===== src/irbm_pkg.sv =====
package irbm_pkg;

    ////////////////////////////////////////////////////////////////////////////
    // bus geometry
    localparam int unsigned ADDR_W = 8;
    localparam int unsigned DATA_W = 32;

    ////////////////////////////////////////////////////////////////////////////
    // monitor word byte addresses
    localparam logic [7:0] OFS_SEL_MON0 = 8'h00;
    localparam logic [7:0] OFS_SEL_MON1 = 8'h04;
    localparam logic [7:0] OFS_SEL_MON2 = 8'h08;
    localparam logic [7:0] OFS_SEL_MON3 = 8'h0c;
    localparam logic [7:0] OFS_SEL_MON4 = 8'h10;
    localparam logic [7:0] OFS_SEL_MON5 = 8'h14;
    localparam logic [7:0] OFS_SEL_MON6 = 8'h18;
    localparam logic [7:0] OFS_SEL_MON7 = 8'h1c;
    localparam logic [7:0] OFS_MOTOR0_MON = 8'h20;
    localparam logic [7:0] OFS_MOTOR1_MON = 8'h24;
    localparam logic [7:0] OFS_MOTOR2_MON = 8'h28;
    localparam logic [7:0] OFS_EXT_LOW_MON = 8'h2c;
    localparam logic [7:0] OFS_EXT_HIGH_MON = 8'h30;
    localparam logic [7:0] OFS_QUAD_MON = 8'h34;

    ////////////////////////////////////////////////////////////////////////////
    // control and event registers
    localparam logic [7:0] OFS_SELECTOR0 = 8'h40;
    localparam logic [7:0] OFS_SELECTOR1 = 8'h44;
    localparam logic [7:0] OFS_DMA_ROUTE = 8'h48;
    localparam logic [7:0] OFS_EVT_STATUS = 8'h50;
    localparam logic [7:0] OFS_EVT_MASK = 8'h54;

    localparam logic [31:0] SELECTOR_RST = 32'h0000_0000;
    localparam logic [31:0] DMA_ROUTE_RST = 32'h0000_0000;
    localparam logic [31:0] READ_IDLE = 32'h0000_0000;

    ////////////////////////////////////////////////////////////////////////////
    // selectable-source monitors
    localparam int unsigned SEL_CHANNELS = 8;
    localparam int unsigned SEL_FIELD_W = 8;
    localparam int unsigned NUM_SEL_SRC = 32;
    localparam logic [31:0] BASE_TIMER_SRC_MASK = 32'h0000_00ff;

    ////////////////////////////////////////////////////////////////////////////
    // motor-control word layout
    localparam int unsigned MOTOR_UNITS = 3;
    localparam int unsigned MOTOR_STS_BIT = 6;
    localparam int unsigned MOTOR_TX_BIT = 5;
    localparam int unsigned MOTOR_RX_BIT = 4;
    localparam int unsigned MOTOR_WAVE54_BIT = 3;
    localparam int unsigned MOTOR_WAVE32_BIT = 2;
    localparam int unsigned MOTOR_WAVE10_BIT = 1;
    localparam int unsigned MOTOR_ESTOP_BIT = 0;

    ////////////////////////////////////////////////////////////////////////////
    // external channel split
    localparam int unsigned EXT_CHANNELS = 32;
    localparam int unsigned EXT_LOW_COUNT = 8;
    localparam int unsigned EXT_HIGH_COUNT = 24;
    localparam int unsigned EXT_DRQ_LSB = 28;
    localparam int unsigned EXT_DRQ_COUNT = 4;

    ////////////////////////////////////////////////////////////////////////////
    // quadrature decoder / dual timer word layout
    localparam int unsigned QUAD_BOTH_MATCH_BIT = 7;
    localparam int unsigned QUAD_REV_RANGE_BIT = 6;
    localparam int unsigned QUAD_DIR_INV_BIT = 5;
    localparam int unsigned QUAD_OVF_ZERO_BIT = 4;
    localparam int unsigned QUAD_COMB_MATCH_BIT = 3;
    localparam int unsigned QUAD_POS_MATCH_BIT = 2;
    localparam int unsigned TIMER_SECOND_BIT = 1;
    localparam int unsigned TIMER_FIRST_BIT = 0;

    ////////////////////////////////////////////////////////////////////////////
    // one event per monitor word
    localparam int unsigned NUM_MON = 14;
    localparam int unsigned EVT_MOTOR0 = 8;
    localparam int unsigned EVT_EXT_LOW = 11;
    localparam int unsigned EVT_EXT_HIGH = 12;
    localparam int unsigned EVT_QUAD = 13;

endpackage : irbm_pkg


===== src/irbm_source_select.sv =====
`timescale 1ns/1ps
module irbm_source_select #(
    parameter int unsigned NUM_SRC = 32,
    parameter int unsigned CHANNELS = 8,
    parameter int unsigned FIELD_W = 8,
    parameter logic [NUM_SRC-1:0] BT_MASK = '0
) (
    // selector fields, field 0 in the low bits
    input wire logic [CHANNELS*FIELD_W-1:0] selFields,
    // candidate requests
    input wire logic [NUM_SRC-1:0] srcReq,
    input wire logic [NUM_SRC-1:0] srcReqAlt,
    // one live bit per channel
    output logic [CHANNELS-1:0] selReq
);
    localparam int unsigned IDX_W = $clog2(NUM_SRC);

    // base timers raise on either of their two lines
    wire [NUM_SRC-1:0] combined = srcReq | (srcReqAlt & BT_MASK);

    genvar g;
    generate
        for (g = 0; g < CHANNELS; g = g + 1) begin : gSel
            wire [FIELD_W-1:0] field = selFields[g*FIELD_W +: FIELD_W];
            // codes beyond the source table read as no request
            wire inRange = field < FIELD_W'(NUM_SRC);
            wire [IDX_W-1:0] idx = field[IDX_W-1:0];
            assign selReq[g] = inRange & combined[idx];
        end
    endgenerate

endmodule : irbm_source_select


===== src/irbm_event_flags.sv =====
`timescale 1ns/1ps
module irbm_event_flags #(
    parameter int unsigned N = 14
) (
    // clock and reset
    input wire logic clock,
    input wire logic sys_rst,
    // event pulses
    input wire logic [N-1:0] evt,
    // software access
    input wire logic clrWr,
    input wire logic maskWr,
    input wire logic [N-1:0] wrData,
    // state
    output logic [N-1:0] status,
    output logic [N-1:0] mask,
    output logic irq
);
    logic [N-1:0] status_reg;
    logic [N-1:0] mask_reg;

    // a set in the clearing cycle survives
    wire [N-1:0] clrBits = clrWr ? wrData : '0;
    wire [N-1:0] status_next = (status_reg & ~clrBits) | evt;
    wire [N-1:0] mask_next = maskWr ? wrData : mask_reg;

    always_ff @(posedge clock or posedge sys_rst) begin
        if (sys_rst) begin
            status_reg <= '0;
            mask_reg <= '0;
        end else begin
            status_reg <= status_next;
            mask_reg <= mask_next;
        end
    end

    assign status = status_reg;
    assign mask = mask_reg;
    assign irq = |(status_reg & mask_reg);

endmodule : irbm_event_flags


===== src/irbm_monitor.sv =====
// What this block does
// - eight selectable monitors for vectors 19..26, bit 0 is the selected request
// - monitors 0..3 use fields 0..3 of selector 0, 4..7 fields of selector 1
// - a selected base timer reads 1 if either of its two requests is high
// - reserved bits above each defined field always read zero
// - motor monitors for vectors 27, 55, 56: units 0,1,2 with serial 8,14,15
// - motor word bits 6,5,4 are serial status, transmit, receive requests
// - motor word bits 3,2,1 are waveform pairs 54,32,10; bit 0 emergency stop
// - vector 28 word shows external channels 0..7 on bits 0..7
// - an external channel routed to DMA reads 0 in its monitor
// - vector 29 word shows external channels 8..31 on bits 0..23
// - vector 30 bits 7..2 show the six quadrature decoder requests in order
// - vector 30 bits 1 and 0 show dual timer second and first requests
// - routing bit of 1 sends the source to DMA instead of the processor
//
// Chosen here: strobed register access and the register offsets.
`timescale 1ns/1ps
module irbm_monitor #(
    parameter int unsigned NUM_SEL_SRC = irbm_pkg::NUM_SEL_SRC,
    parameter logic [31:0] BT_SRC_MASK = irbm_pkg::BASE_TIMER_SRC_MASK
) (
    // clock and reset
    input wire logic clock,
    input wire logic sys_rst,
    // register port
    input wire logic [irbm_pkg::ADDR_W-1:0] regAddr,
    input wire logic [irbm_pkg::DATA_W-1:0] regWrData,
    input wire logic regWr,
    input wire logic regRd,
    output logic [irbm_pkg::DATA_W-1:0] regRdData,
    // selectable sources
    input wire logic [NUM_SEL_SRC-1:0] selSrcReq,
    input wire logic [NUM_SEL_SRC-1:0] selSrcReqAlt,
    // motor-control units, index = unit
    input wire logic [irbm_pkg::MOTOR_UNITS-1:0] serialStsReq,
    input wire logic [irbm_pkg::MOTOR_UNITS-1:0] serialTxReq,
    input wire logic [irbm_pkg::MOTOR_UNITS-1:0] serialRxReq,
    input wire logic [irbm_pkg::MOTOR_UNITS-1:0] wave54Req,
    input wire logic [irbm_pkg::MOTOR_UNITS-1:0] wave32Req,
    input wire logic [irbm_pkg::MOTOR_UNITS-1:0] wave10Req,
    input wire logic [irbm_pkg::MOTOR_UNITS-1:0] motorEmergencyStop,
    // external pin requests
    input wire logic [irbm_pkg::EXT_CHANNELS-1:0] extPinReq,
    // quadrature decoder channel 0
    input wire logic quadBothMatchReq,
    input wire logic quadRevRangeReq,
    input wire logic quadDirInvertReq,
    input wire logic quadOvfZeroReq,
    input wire logic quadCombMatchReq,
    input wire logic quadPosMatchReq,
    // dual timer
    input wire logic dualTimerFirstReq,
    input wire logic dualTimerSecondReq,
    // routed-out requests
    output logic [irbm_pkg::EXT_DRQ_COUNT-1:0] extDmaReq,
    output logic [irbm_pkg::EXT_CHANNELS-1:0] extCpuReq,
    // interrupt
    output logic irq
);

    ////////////////////////////////////////////////////////////////////////////
    // software-written control

    logic [31:0] selector0_reg;
    logic [31:0] selector1_reg;
    logic [31:0] dmaRoute_reg;
    logic [31:0] rdData_reg;
    logic [irbm_pkg::NUM_MON-1:0] nonzero_reg;

    wire hitSel0 = regAddr == irbm_pkg::OFS_SELECTOR0;
    wire hitSel1 = regAddr == irbm_pkg::OFS_SELECTOR1;
    wire hitRoute = regAddr == irbm_pkg::OFS_DMA_ROUTE;
    wire hitStatus = regAddr == irbm_pkg::OFS_EVT_STATUS;
    wire hitMask = regAddr == irbm_pkg::OFS_EVT_MASK;

    wire [31:0] selector0_next = (regWr && hitSel0) ? regWrData : selector0_reg;
    wire [31:0] selector1_next = (regWr && hitSel1) ? regWrData : selector1_reg;
    wire [31:0] dmaRoute_next = (regWr && hitRoute) ? regWrData : dmaRoute_reg;

    always_ff @(posedge clock or posedge sys_rst) begin
        if (sys_rst) begin
            selector0_reg <= irbm_pkg::SELECTOR_RST;
            selector1_reg <= irbm_pkg::SELECTOR_RST;
            dmaRoute_reg <= irbm_pkg::DMA_ROUTE_RST;
        end else begin
            selector0_reg <= selector0_next;
            selector1_reg <= selector1_next;
            dmaRoute_reg <= dmaRoute_next;
        end
    end

    ////////////////////////////////////////////////////////////////////////////
    // selectable-source monitors

    logic [irbm_pkg::SEL_CHANNELS-1:0] selReq;

    // fields 0..3 live in selector 0, fields 4..7 in selector 1
    wire [63:0] selFields = {selector1_reg, selector0_reg};

    irbm_source_select #(
        .NUM_SRC(NUM_SEL_SRC),
        .CHANNELS(irbm_pkg::SEL_CHANNELS),
        .FIELD_W(irbm_pkg::SEL_FIELD_W),
        .BT_MASK(BT_SRC_MASK[NUM_SEL_SRC-1:0])
    ) uSelect (
        .selFields(selFields),
        .srcReq(selSrcReq),
        .srcReqAlt(selSrcReqAlt),
        .selReq(selReq)
    );

    logic [31:0] selWord [irbm_pkg::SEL_CHANNELS];

    genvar s;
    generate
        for (s = 0; s < irbm_pkg::SEL_CHANNELS; s = s + 1) begin : gSelWord
            assign selWord[s] = {31'h0000_0000, selReq[s]};
        end
    endgenerate

    ////////////////////////////////////////////////////////////////////////////
    // motor-control monitors

    logic [31:0] motorWord [irbm_pkg::MOTOR_UNITS];

    genvar m;
    generate
        for (m = 0; m < irbm_pkg::MOTOR_UNITS; m = m + 1) begin : gMotor
            logic [6:0] field;
            always_comb begin
                field = 7'h00;
                field[irbm_pkg::MOTOR_STS_BIT] = serialStsReq[m];
                field[irbm_pkg::MOTOR_TX_BIT] = serialTxReq[m];
                field[irbm_pkg::MOTOR_RX_BIT] = serialRxReq[m];
                field[irbm_pkg::MOTOR_WAVE54_BIT] = wave54Req[m];
                field[irbm_pkg::MOTOR_WAVE32_BIT] = wave32Req[m];
                field[irbm_pkg::MOTOR_WAVE10_BIT] = wave10Req[m];
                field[irbm_pkg::MOTOR_ESTOP_BIT] = motorEmergencyStop[m];
            end
            assign motorWord[m] = {25'h000_0000, field};
        end
    endgenerate

    ////////////////////////////////////////////////////////////////////////////
    // external channels and their DMA routing

    logic [irbm_pkg::EXT_CHANNELS-1:0] extRouteMask;

    genvar e;
    generate
        for (e = 0; e < irbm_pkg::EXT_CHANNELS; e = e + 1) begin : gExt
            if (e < irbm_pkg::EXT_DRQ_COUNT) begin : gRoutable
                // routed channels leave the processor path entirely
                assign extRouteMask[e] = dmaRoute_reg[irbm_pkg::EXT_DRQ_LSB + e];
                assign extDmaReq[e] = extPinReq[e] & extRouteMask[e];
            end else begin : gFixed
                assign extRouteMask[e] = 1'b0;
            end
        end
    endgenerate

    assign extCpuReq = extPinReq & ~extRouteMask;

    wire [31:0] extLowWord = {24'h00_0000, extCpuReq[irbm_pkg::EXT_LOW_COUNT-1:0]};
    wire [31:0] extHighWord = {8'h00, extCpuReq[irbm_pkg::EXT_CHANNELS-1:
        irbm_pkg::EXT_LOW_COUNT]};

    ////////////////////////////////////////////////////////////////////////////
    // quadrature decoder and dual timer monitor

    logic [7:0] quadField;

    always_comb begin
        quadField = 8'h00;
        quadField[irbm_pkg::QUAD_BOTH_MATCH_BIT] = quadBothMatchReq;
        quadField[irbm_pkg::QUAD_REV_RANGE_BIT] = quadRevRangeReq;
        quadField[irbm_pkg::QUAD_DIR_INV_BIT] = quadDirInvertReq;
        quadField[irbm_pkg::QUAD_OVF_ZERO_BIT] = quadOvfZeroReq;
        quadField[irbm_pkg::QUAD_COMB_MATCH_BIT] = quadCombMatchReq;
        quadField[irbm_pkg::QUAD_POS_MATCH_BIT] = quadPosMatchReq;
        quadField[irbm_pkg::TIMER_SECOND_BIT] = dualTimerSecondReq;
        quadField[irbm_pkg::TIMER_FIRST_BIT] = dualTimerFirstReq;
    end

    wire [31:0] quadWord = {24'h00_0000, quadField};

    ////////////////////////////////////////////////////////////////////////////
    // events: a monitor word going from all-zero to nonzero

    logic [irbm_pkg::NUM_MON-1:0] nonzero;
    logic [irbm_pkg::NUM_MON-1:0] evtStatus;
    logic [irbm_pkg::NUM_MON-1:0] evtMask;

    genvar n;
    generate
        for (n = 0; n < irbm_pkg::SEL_CHANNELS; n = n + 1) begin : gNzSel
            assign nonzero[n] = |selWord[n];
        end
        for (n = 0; n < irbm_pkg::MOTOR_UNITS; n = n + 1) begin : gNzMotor
            assign nonzero[irbm_pkg::EVT_MOTOR0 + n] = |motorWord[n];
        end
    endgenerate

    assign nonzero[irbm_pkg::EVT_EXT_LOW] = |extLowWord;
    assign nonzero[irbm_pkg::EVT_EXT_HIGH] = |extHighWord;
    assign nonzero[irbm_pkg::EVT_QUAD] = |quadWord;

    always_ff @(posedge clock or posedge sys_rst) begin
        if (sys_rst) begin
            nonzero_reg <= '0;
        end else begin
            nonzero_reg <= nonzero;
        end
    end

    wire [irbm_pkg::NUM_MON-1:0] evtRise = nonzero & ~nonzero_reg;

    irbm_event_flags #(
        .N(irbm_pkg::NUM_MON)
    ) uFlags (
        .clock(clock),
        .sys_rst(sys_rst),
        .evt(evtRise),
        .clrWr(regWr && hitStatus),
        .maskWr(regWr && hitMask),
        .wrData(regWrData[irbm_pkg::NUM_MON-1:0]),
        .status(evtStatus),
        .mask(evtMask),
        .irq(irq)
    );

    ////////////////////////////////////////////////////////////////////////////
    // read path; monitor offsets take no writes and reads have no side effect

    logic [31:0] rdMux;

    always_comb begin
        case (regAddr)
            irbm_pkg::OFS_SEL_MON0: rdMux = selWord[0];
            irbm_pkg::OFS_SEL_MON1: rdMux = selWord[1];
            irbm_pkg::OFS_SEL_MON2: rdMux = selWord[2];
            irbm_pkg::OFS_SEL_MON3: rdMux = selWord[3];
            irbm_pkg::OFS_SEL_MON4: rdMux = selWord[4];
            irbm_pkg::OFS_SEL_MON5: rdMux = selWord[5];
            irbm_pkg::OFS_SEL_MON6: rdMux = selWord[6];
            irbm_pkg::OFS_SEL_MON7: rdMux = selWord[7];
            irbm_pkg::OFS_MOTOR0_MON: rdMux = motorWord[0];
            irbm_pkg::OFS_MOTOR1_MON: rdMux = motorWord[1];
            irbm_pkg::OFS_MOTOR2_MON: rdMux = motorWord[2];
            irbm_pkg::OFS_EXT_LOW_MON: rdMux = extLowWord;
            irbm_pkg::OFS_EXT_HIGH_MON: rdMux = extHighWord;
            irbm_pkg::OFS_QUAD_MON: rdMux = quadWord;
            irbm_pkg::OFS_SELECTOR0: rdMux = selector0_reg;
            irbm_pkg::OFS_SELECTOR1: rdMux = selector1_reg;
            irbm_pkg::OFS_DMA_ROUTE: rdMux = dmaRoute_reg;
            irbm_pkg::OFS_EVT_STATUS: rdMux = {18'h0_0000, evtStatus};
            irbm_pkg::OFS_EVT_MASK: rdMux = {18'h0_0000, evtMask};
            default: rdMux = irbm_pkg::READ_IDLE;
        endcase
    end

    // data stands only in the cycle after the strobe
    wire [31:0] rdData_next = regRd ? rdMux : irbm_pkg::READ_IDLE;

    always_ff @(posedge clock or posedge sys_rst) begin
        if (sys_rst) begin
            rdData_reg <= irbm_pkg::READ_IDLE;
        end else begin
            rdData_reg <= rdData_next;
        end
    end

    assign regRdData = rdData_reg;

endmodule : irbm_monitor


===== config.mk =====
export PLATFORM = sky130hd
export DESIGN_NAME = irbm_monitor
export DESIGN_NICKNAME = d
export VERILOG_FILES = /design/src/irbm_pkg.sv /design/src/irbm_source_select.sv /design/src/irbm_event_flags.sv /design/src/irbm_monitor.sv
export SDC_FILE = /design/constraint.sdc
export NUM_CORES = 1
export LEC_CHECK = 0
export BUFFER_PORTS_ARGS = -buffer_cell sky130_fd_sc_hd__buf_2
export CORE_MARGIN = 4
export CORE_UTILIZATION = 51
export DETAILED_ROUTE_END_ITERATION = 10
export PLACE_DENSITY = 0.77
export SLEW_MARGIN = 40
export SYNTH_ARGS = -nofsm -noshare
export SYNTH_HDL_FRONTEND = slang
export SYNTH_SLANG_ARGS = --single-unit

===== constraint.sdc =====
create_clock -name clock -period 7.25 [get_ports clock]
set_input_delay 0.3625 -clock clock [delete_from_list [all_inputs] [get_ports clock]]
set_output_delay 0.3625 -clock clock [all_outputs]
set_load 0.005 [all_outputs]

==> reports/summary.txt <==
Outcome: finished clean
Initial antenna violation count: 0
Vias per inst: 6.70
Syn nets: 1,008
Slew HR: 44.6%
# nets final: 1,169
Hold_buf cts: 0
H-tree levels: 4
Core ar.: 18,900 µm²
Synth warn: 0
Worst hold path type: in -> async
Post-synth EDFFs: 0
PD cells: 190 nW/µm²
Row count: 50
Post-route ant nets: 0
Met1 wire length: 12.1 mm
Setup slack after layout: 4.46 ns
Worst slew pin tran: 0.823 ns
Final setup TNS: 0 ns
DRT Pass-1 Iters: 9
Syn Area/Cell: 11.8 µm²
DRT Wirelength: 32.3 mm
LEAKAGE: 5.16 nW
Final worst path period share: 38.4%
Port Buffers: 213
WP data required: 7.54 ns
Clock buffer count from CTS: 17
Area Overhead vs Synth: 16.7%
Initial Util: 52.4%
Later-pin clock latency in the skew report: 0.44 ns
Final Max Slew Viols: 0
Vias in the first global route: 8,596
Die area: 21,700 µm²
Synth Instances: 839
Min cycle time layout: 2.79 ns
Placed cell area: 11,000 µm²
Max_cap viols: 0
Via count: 8,526
Total GRT Usage: 29.9%
Routed WL per cell: 25.4 µm
FFs w/ async S/R, synth: 100%
Max Buffers Root-to-Sink: 2
Placed Instances: 1,241
#FFs+latches synth: 170
Grt total ovfl: 0
VDD IR-drop max: 174 µV
TritonCTS clock tree: done
Commonest cells in the netlist: dfrtp_1 (170), mux2_2 (114), nand2_1 (62), mux4_2 (52), nor2_1 (48)
Synth area leader: dfrtp_1
Ant. Diodes: 0
Highest routed layer: met4
Fin util: 61.2%
Worst Clk Skew: 0.00946 ns
Crit. End Element: flop
Post_cts resized: 0
Final std cells w/o fill: 1,272
RD Place Congestion: 0.948
CP Class: reg -> reg
Die Wd: 147 µm
Post-detail-place hpwl: 23.4 mm
Post-synthesis sequential area ratio: 43.0%
CP Launch Type: flop
RSZ-0062 raised after global routing: false
# Post-CTS Setup Buffers: 0
Clock transition at path regs: 0.07 ns
Met3 wire length: 4.37 mm
Final Cell Area: 11,600 µm²
Iteration-0 DRC Markers: 1,180
Top_reg_cell synth: dfrtp_1
Top cells by area, synth: dfrtp_1 (43%), mux2_2 (13%), mux4_2 (12%), mux2i_1 (2.7%), a222oi_1 (2.6%)
Clk sinks: 170
Crit path DAT: 3.07 ns
Fin. Hold Viols: 0
Top-area cell type share of the netlist area: 43.0%
Most common cell in the netlist: dfrtp_1
First-pass GRT wire length: 49.4 mm
Root buffer cell: clkbuf_16
Cell Area, Synth: 9900 µm²
Share of layout cells above drive strength 1: 42.8%
Upper clock frequency limit: 0.359 GHz
# DRC: 0
Die extent in y: 147 µm
Final setup viols: 0
Worst Path Max Fanout: 12
Synth unique cells: 56
Met2 wire len: 14.7 mm
Largest net degree at the start of global routing: 97
Boundary Pins: 238
Setup WS pre-CTS: 4.53 ns
routing by layer:
layer  up-vias  global-route usage [%]
li1       3578                       -
met1      4196                    39.0
met2       662                    46.1
met3        90                    10.7
met4         0                    11.8
met5         -                       0
stage by stage:
stage	hold slack (ns)	total power, mW
CTS	0.0585	2.20
floorplan	0.413	1.22
detailed placement	0.431	1.36
global route	0.0778	2.28
global placement	0.417	1.35
finish	0.00473	2.19
cells by family (layout without fill, tap and decap cells):
group / after synthesis / count (layout) / synth area share, %
AOI/OAI and AO/OA: 169 / 169 / 13.0
buffers and inverters: 107 / 280 / 5.60
DFF: 170 / 170 / 43.0
muxes: 198 / 198 / 28.8
and+or+nand+nor: 195 / 195 / 9.65
final cells by class:
cell class | instances | area, µm²
fillers | 1563 | 7340
multi-input cells | 562 | 5140
flip-flops and latches | 170 | 4250
repair buffers | 225 | 1200
clock buffers | 21 | 450
well taps | 260 | 325
inverters | 24 | 97.6
clock inverters | 10 | 86.3
power breakdown:
part | leakage (nW) | switching, mW | internal, mW
Sequential | 2.23 | 0.0537 | 0.989
Combinational | 2.67 | 0.162 | 0.145
Clock | 0.258 | 0.392 | 0.453
critical path: stages, from the launching register on:
cell and delay (ns):
dfrtp_1 0.64, mux4_2 0.56, o211ai_1 0.18, a21oi_1 0.06
nor4_1 0.73, nor3_1 0.10, o21ai_0 0.23, a41oi_1 0.14
path summary, 6_finish.rpt:
path | from | to | slack, ns | cells past startpoint
max in group asynchronous | sys_rst | regRdData[0] | 6.07 | 3
min in group clock | serialStsReq[0] | nonzero_reg[8] | 0.16 | 3
worst min-delay path | sys_rst | regRdData[7] | 0.005 | 2
worst max register to register | selector1_reg[16] | regRdData[0] | 4.46 | 7
worst max-delay path | selector1_reg[16] | regRdData[0] | 4.46 | 7
worst min register to register | nonzero_reg[7] | uFlags.status[7] | 0.45 | 1
cells in the final DEF, fill, tap and decap left out, types with 5 or more instances in the layout:
cell and n:
buf_2 213, dfrtp_1 170, mux2_2 114, nand2_1 60, mux4_2 52, nor2_1 45, a22oi_1 33, a21oi_1 31
mux2i_1 27, a222oi_1 26, inv_1 23, nor4_1 21, clkbuf_16 17, nor3_1 14, a31oi_1 13, nor2b_1 11
o21ai_0 11, a221oi_1 11, a22o_1 9, nand3_1 8, buf_4 7, and2_1 6, nand3b_1 5, a21o_1 5
a2111oi_0 5, mux4_1 5
No activity file was read; power rests on OpenSTA's default activity.
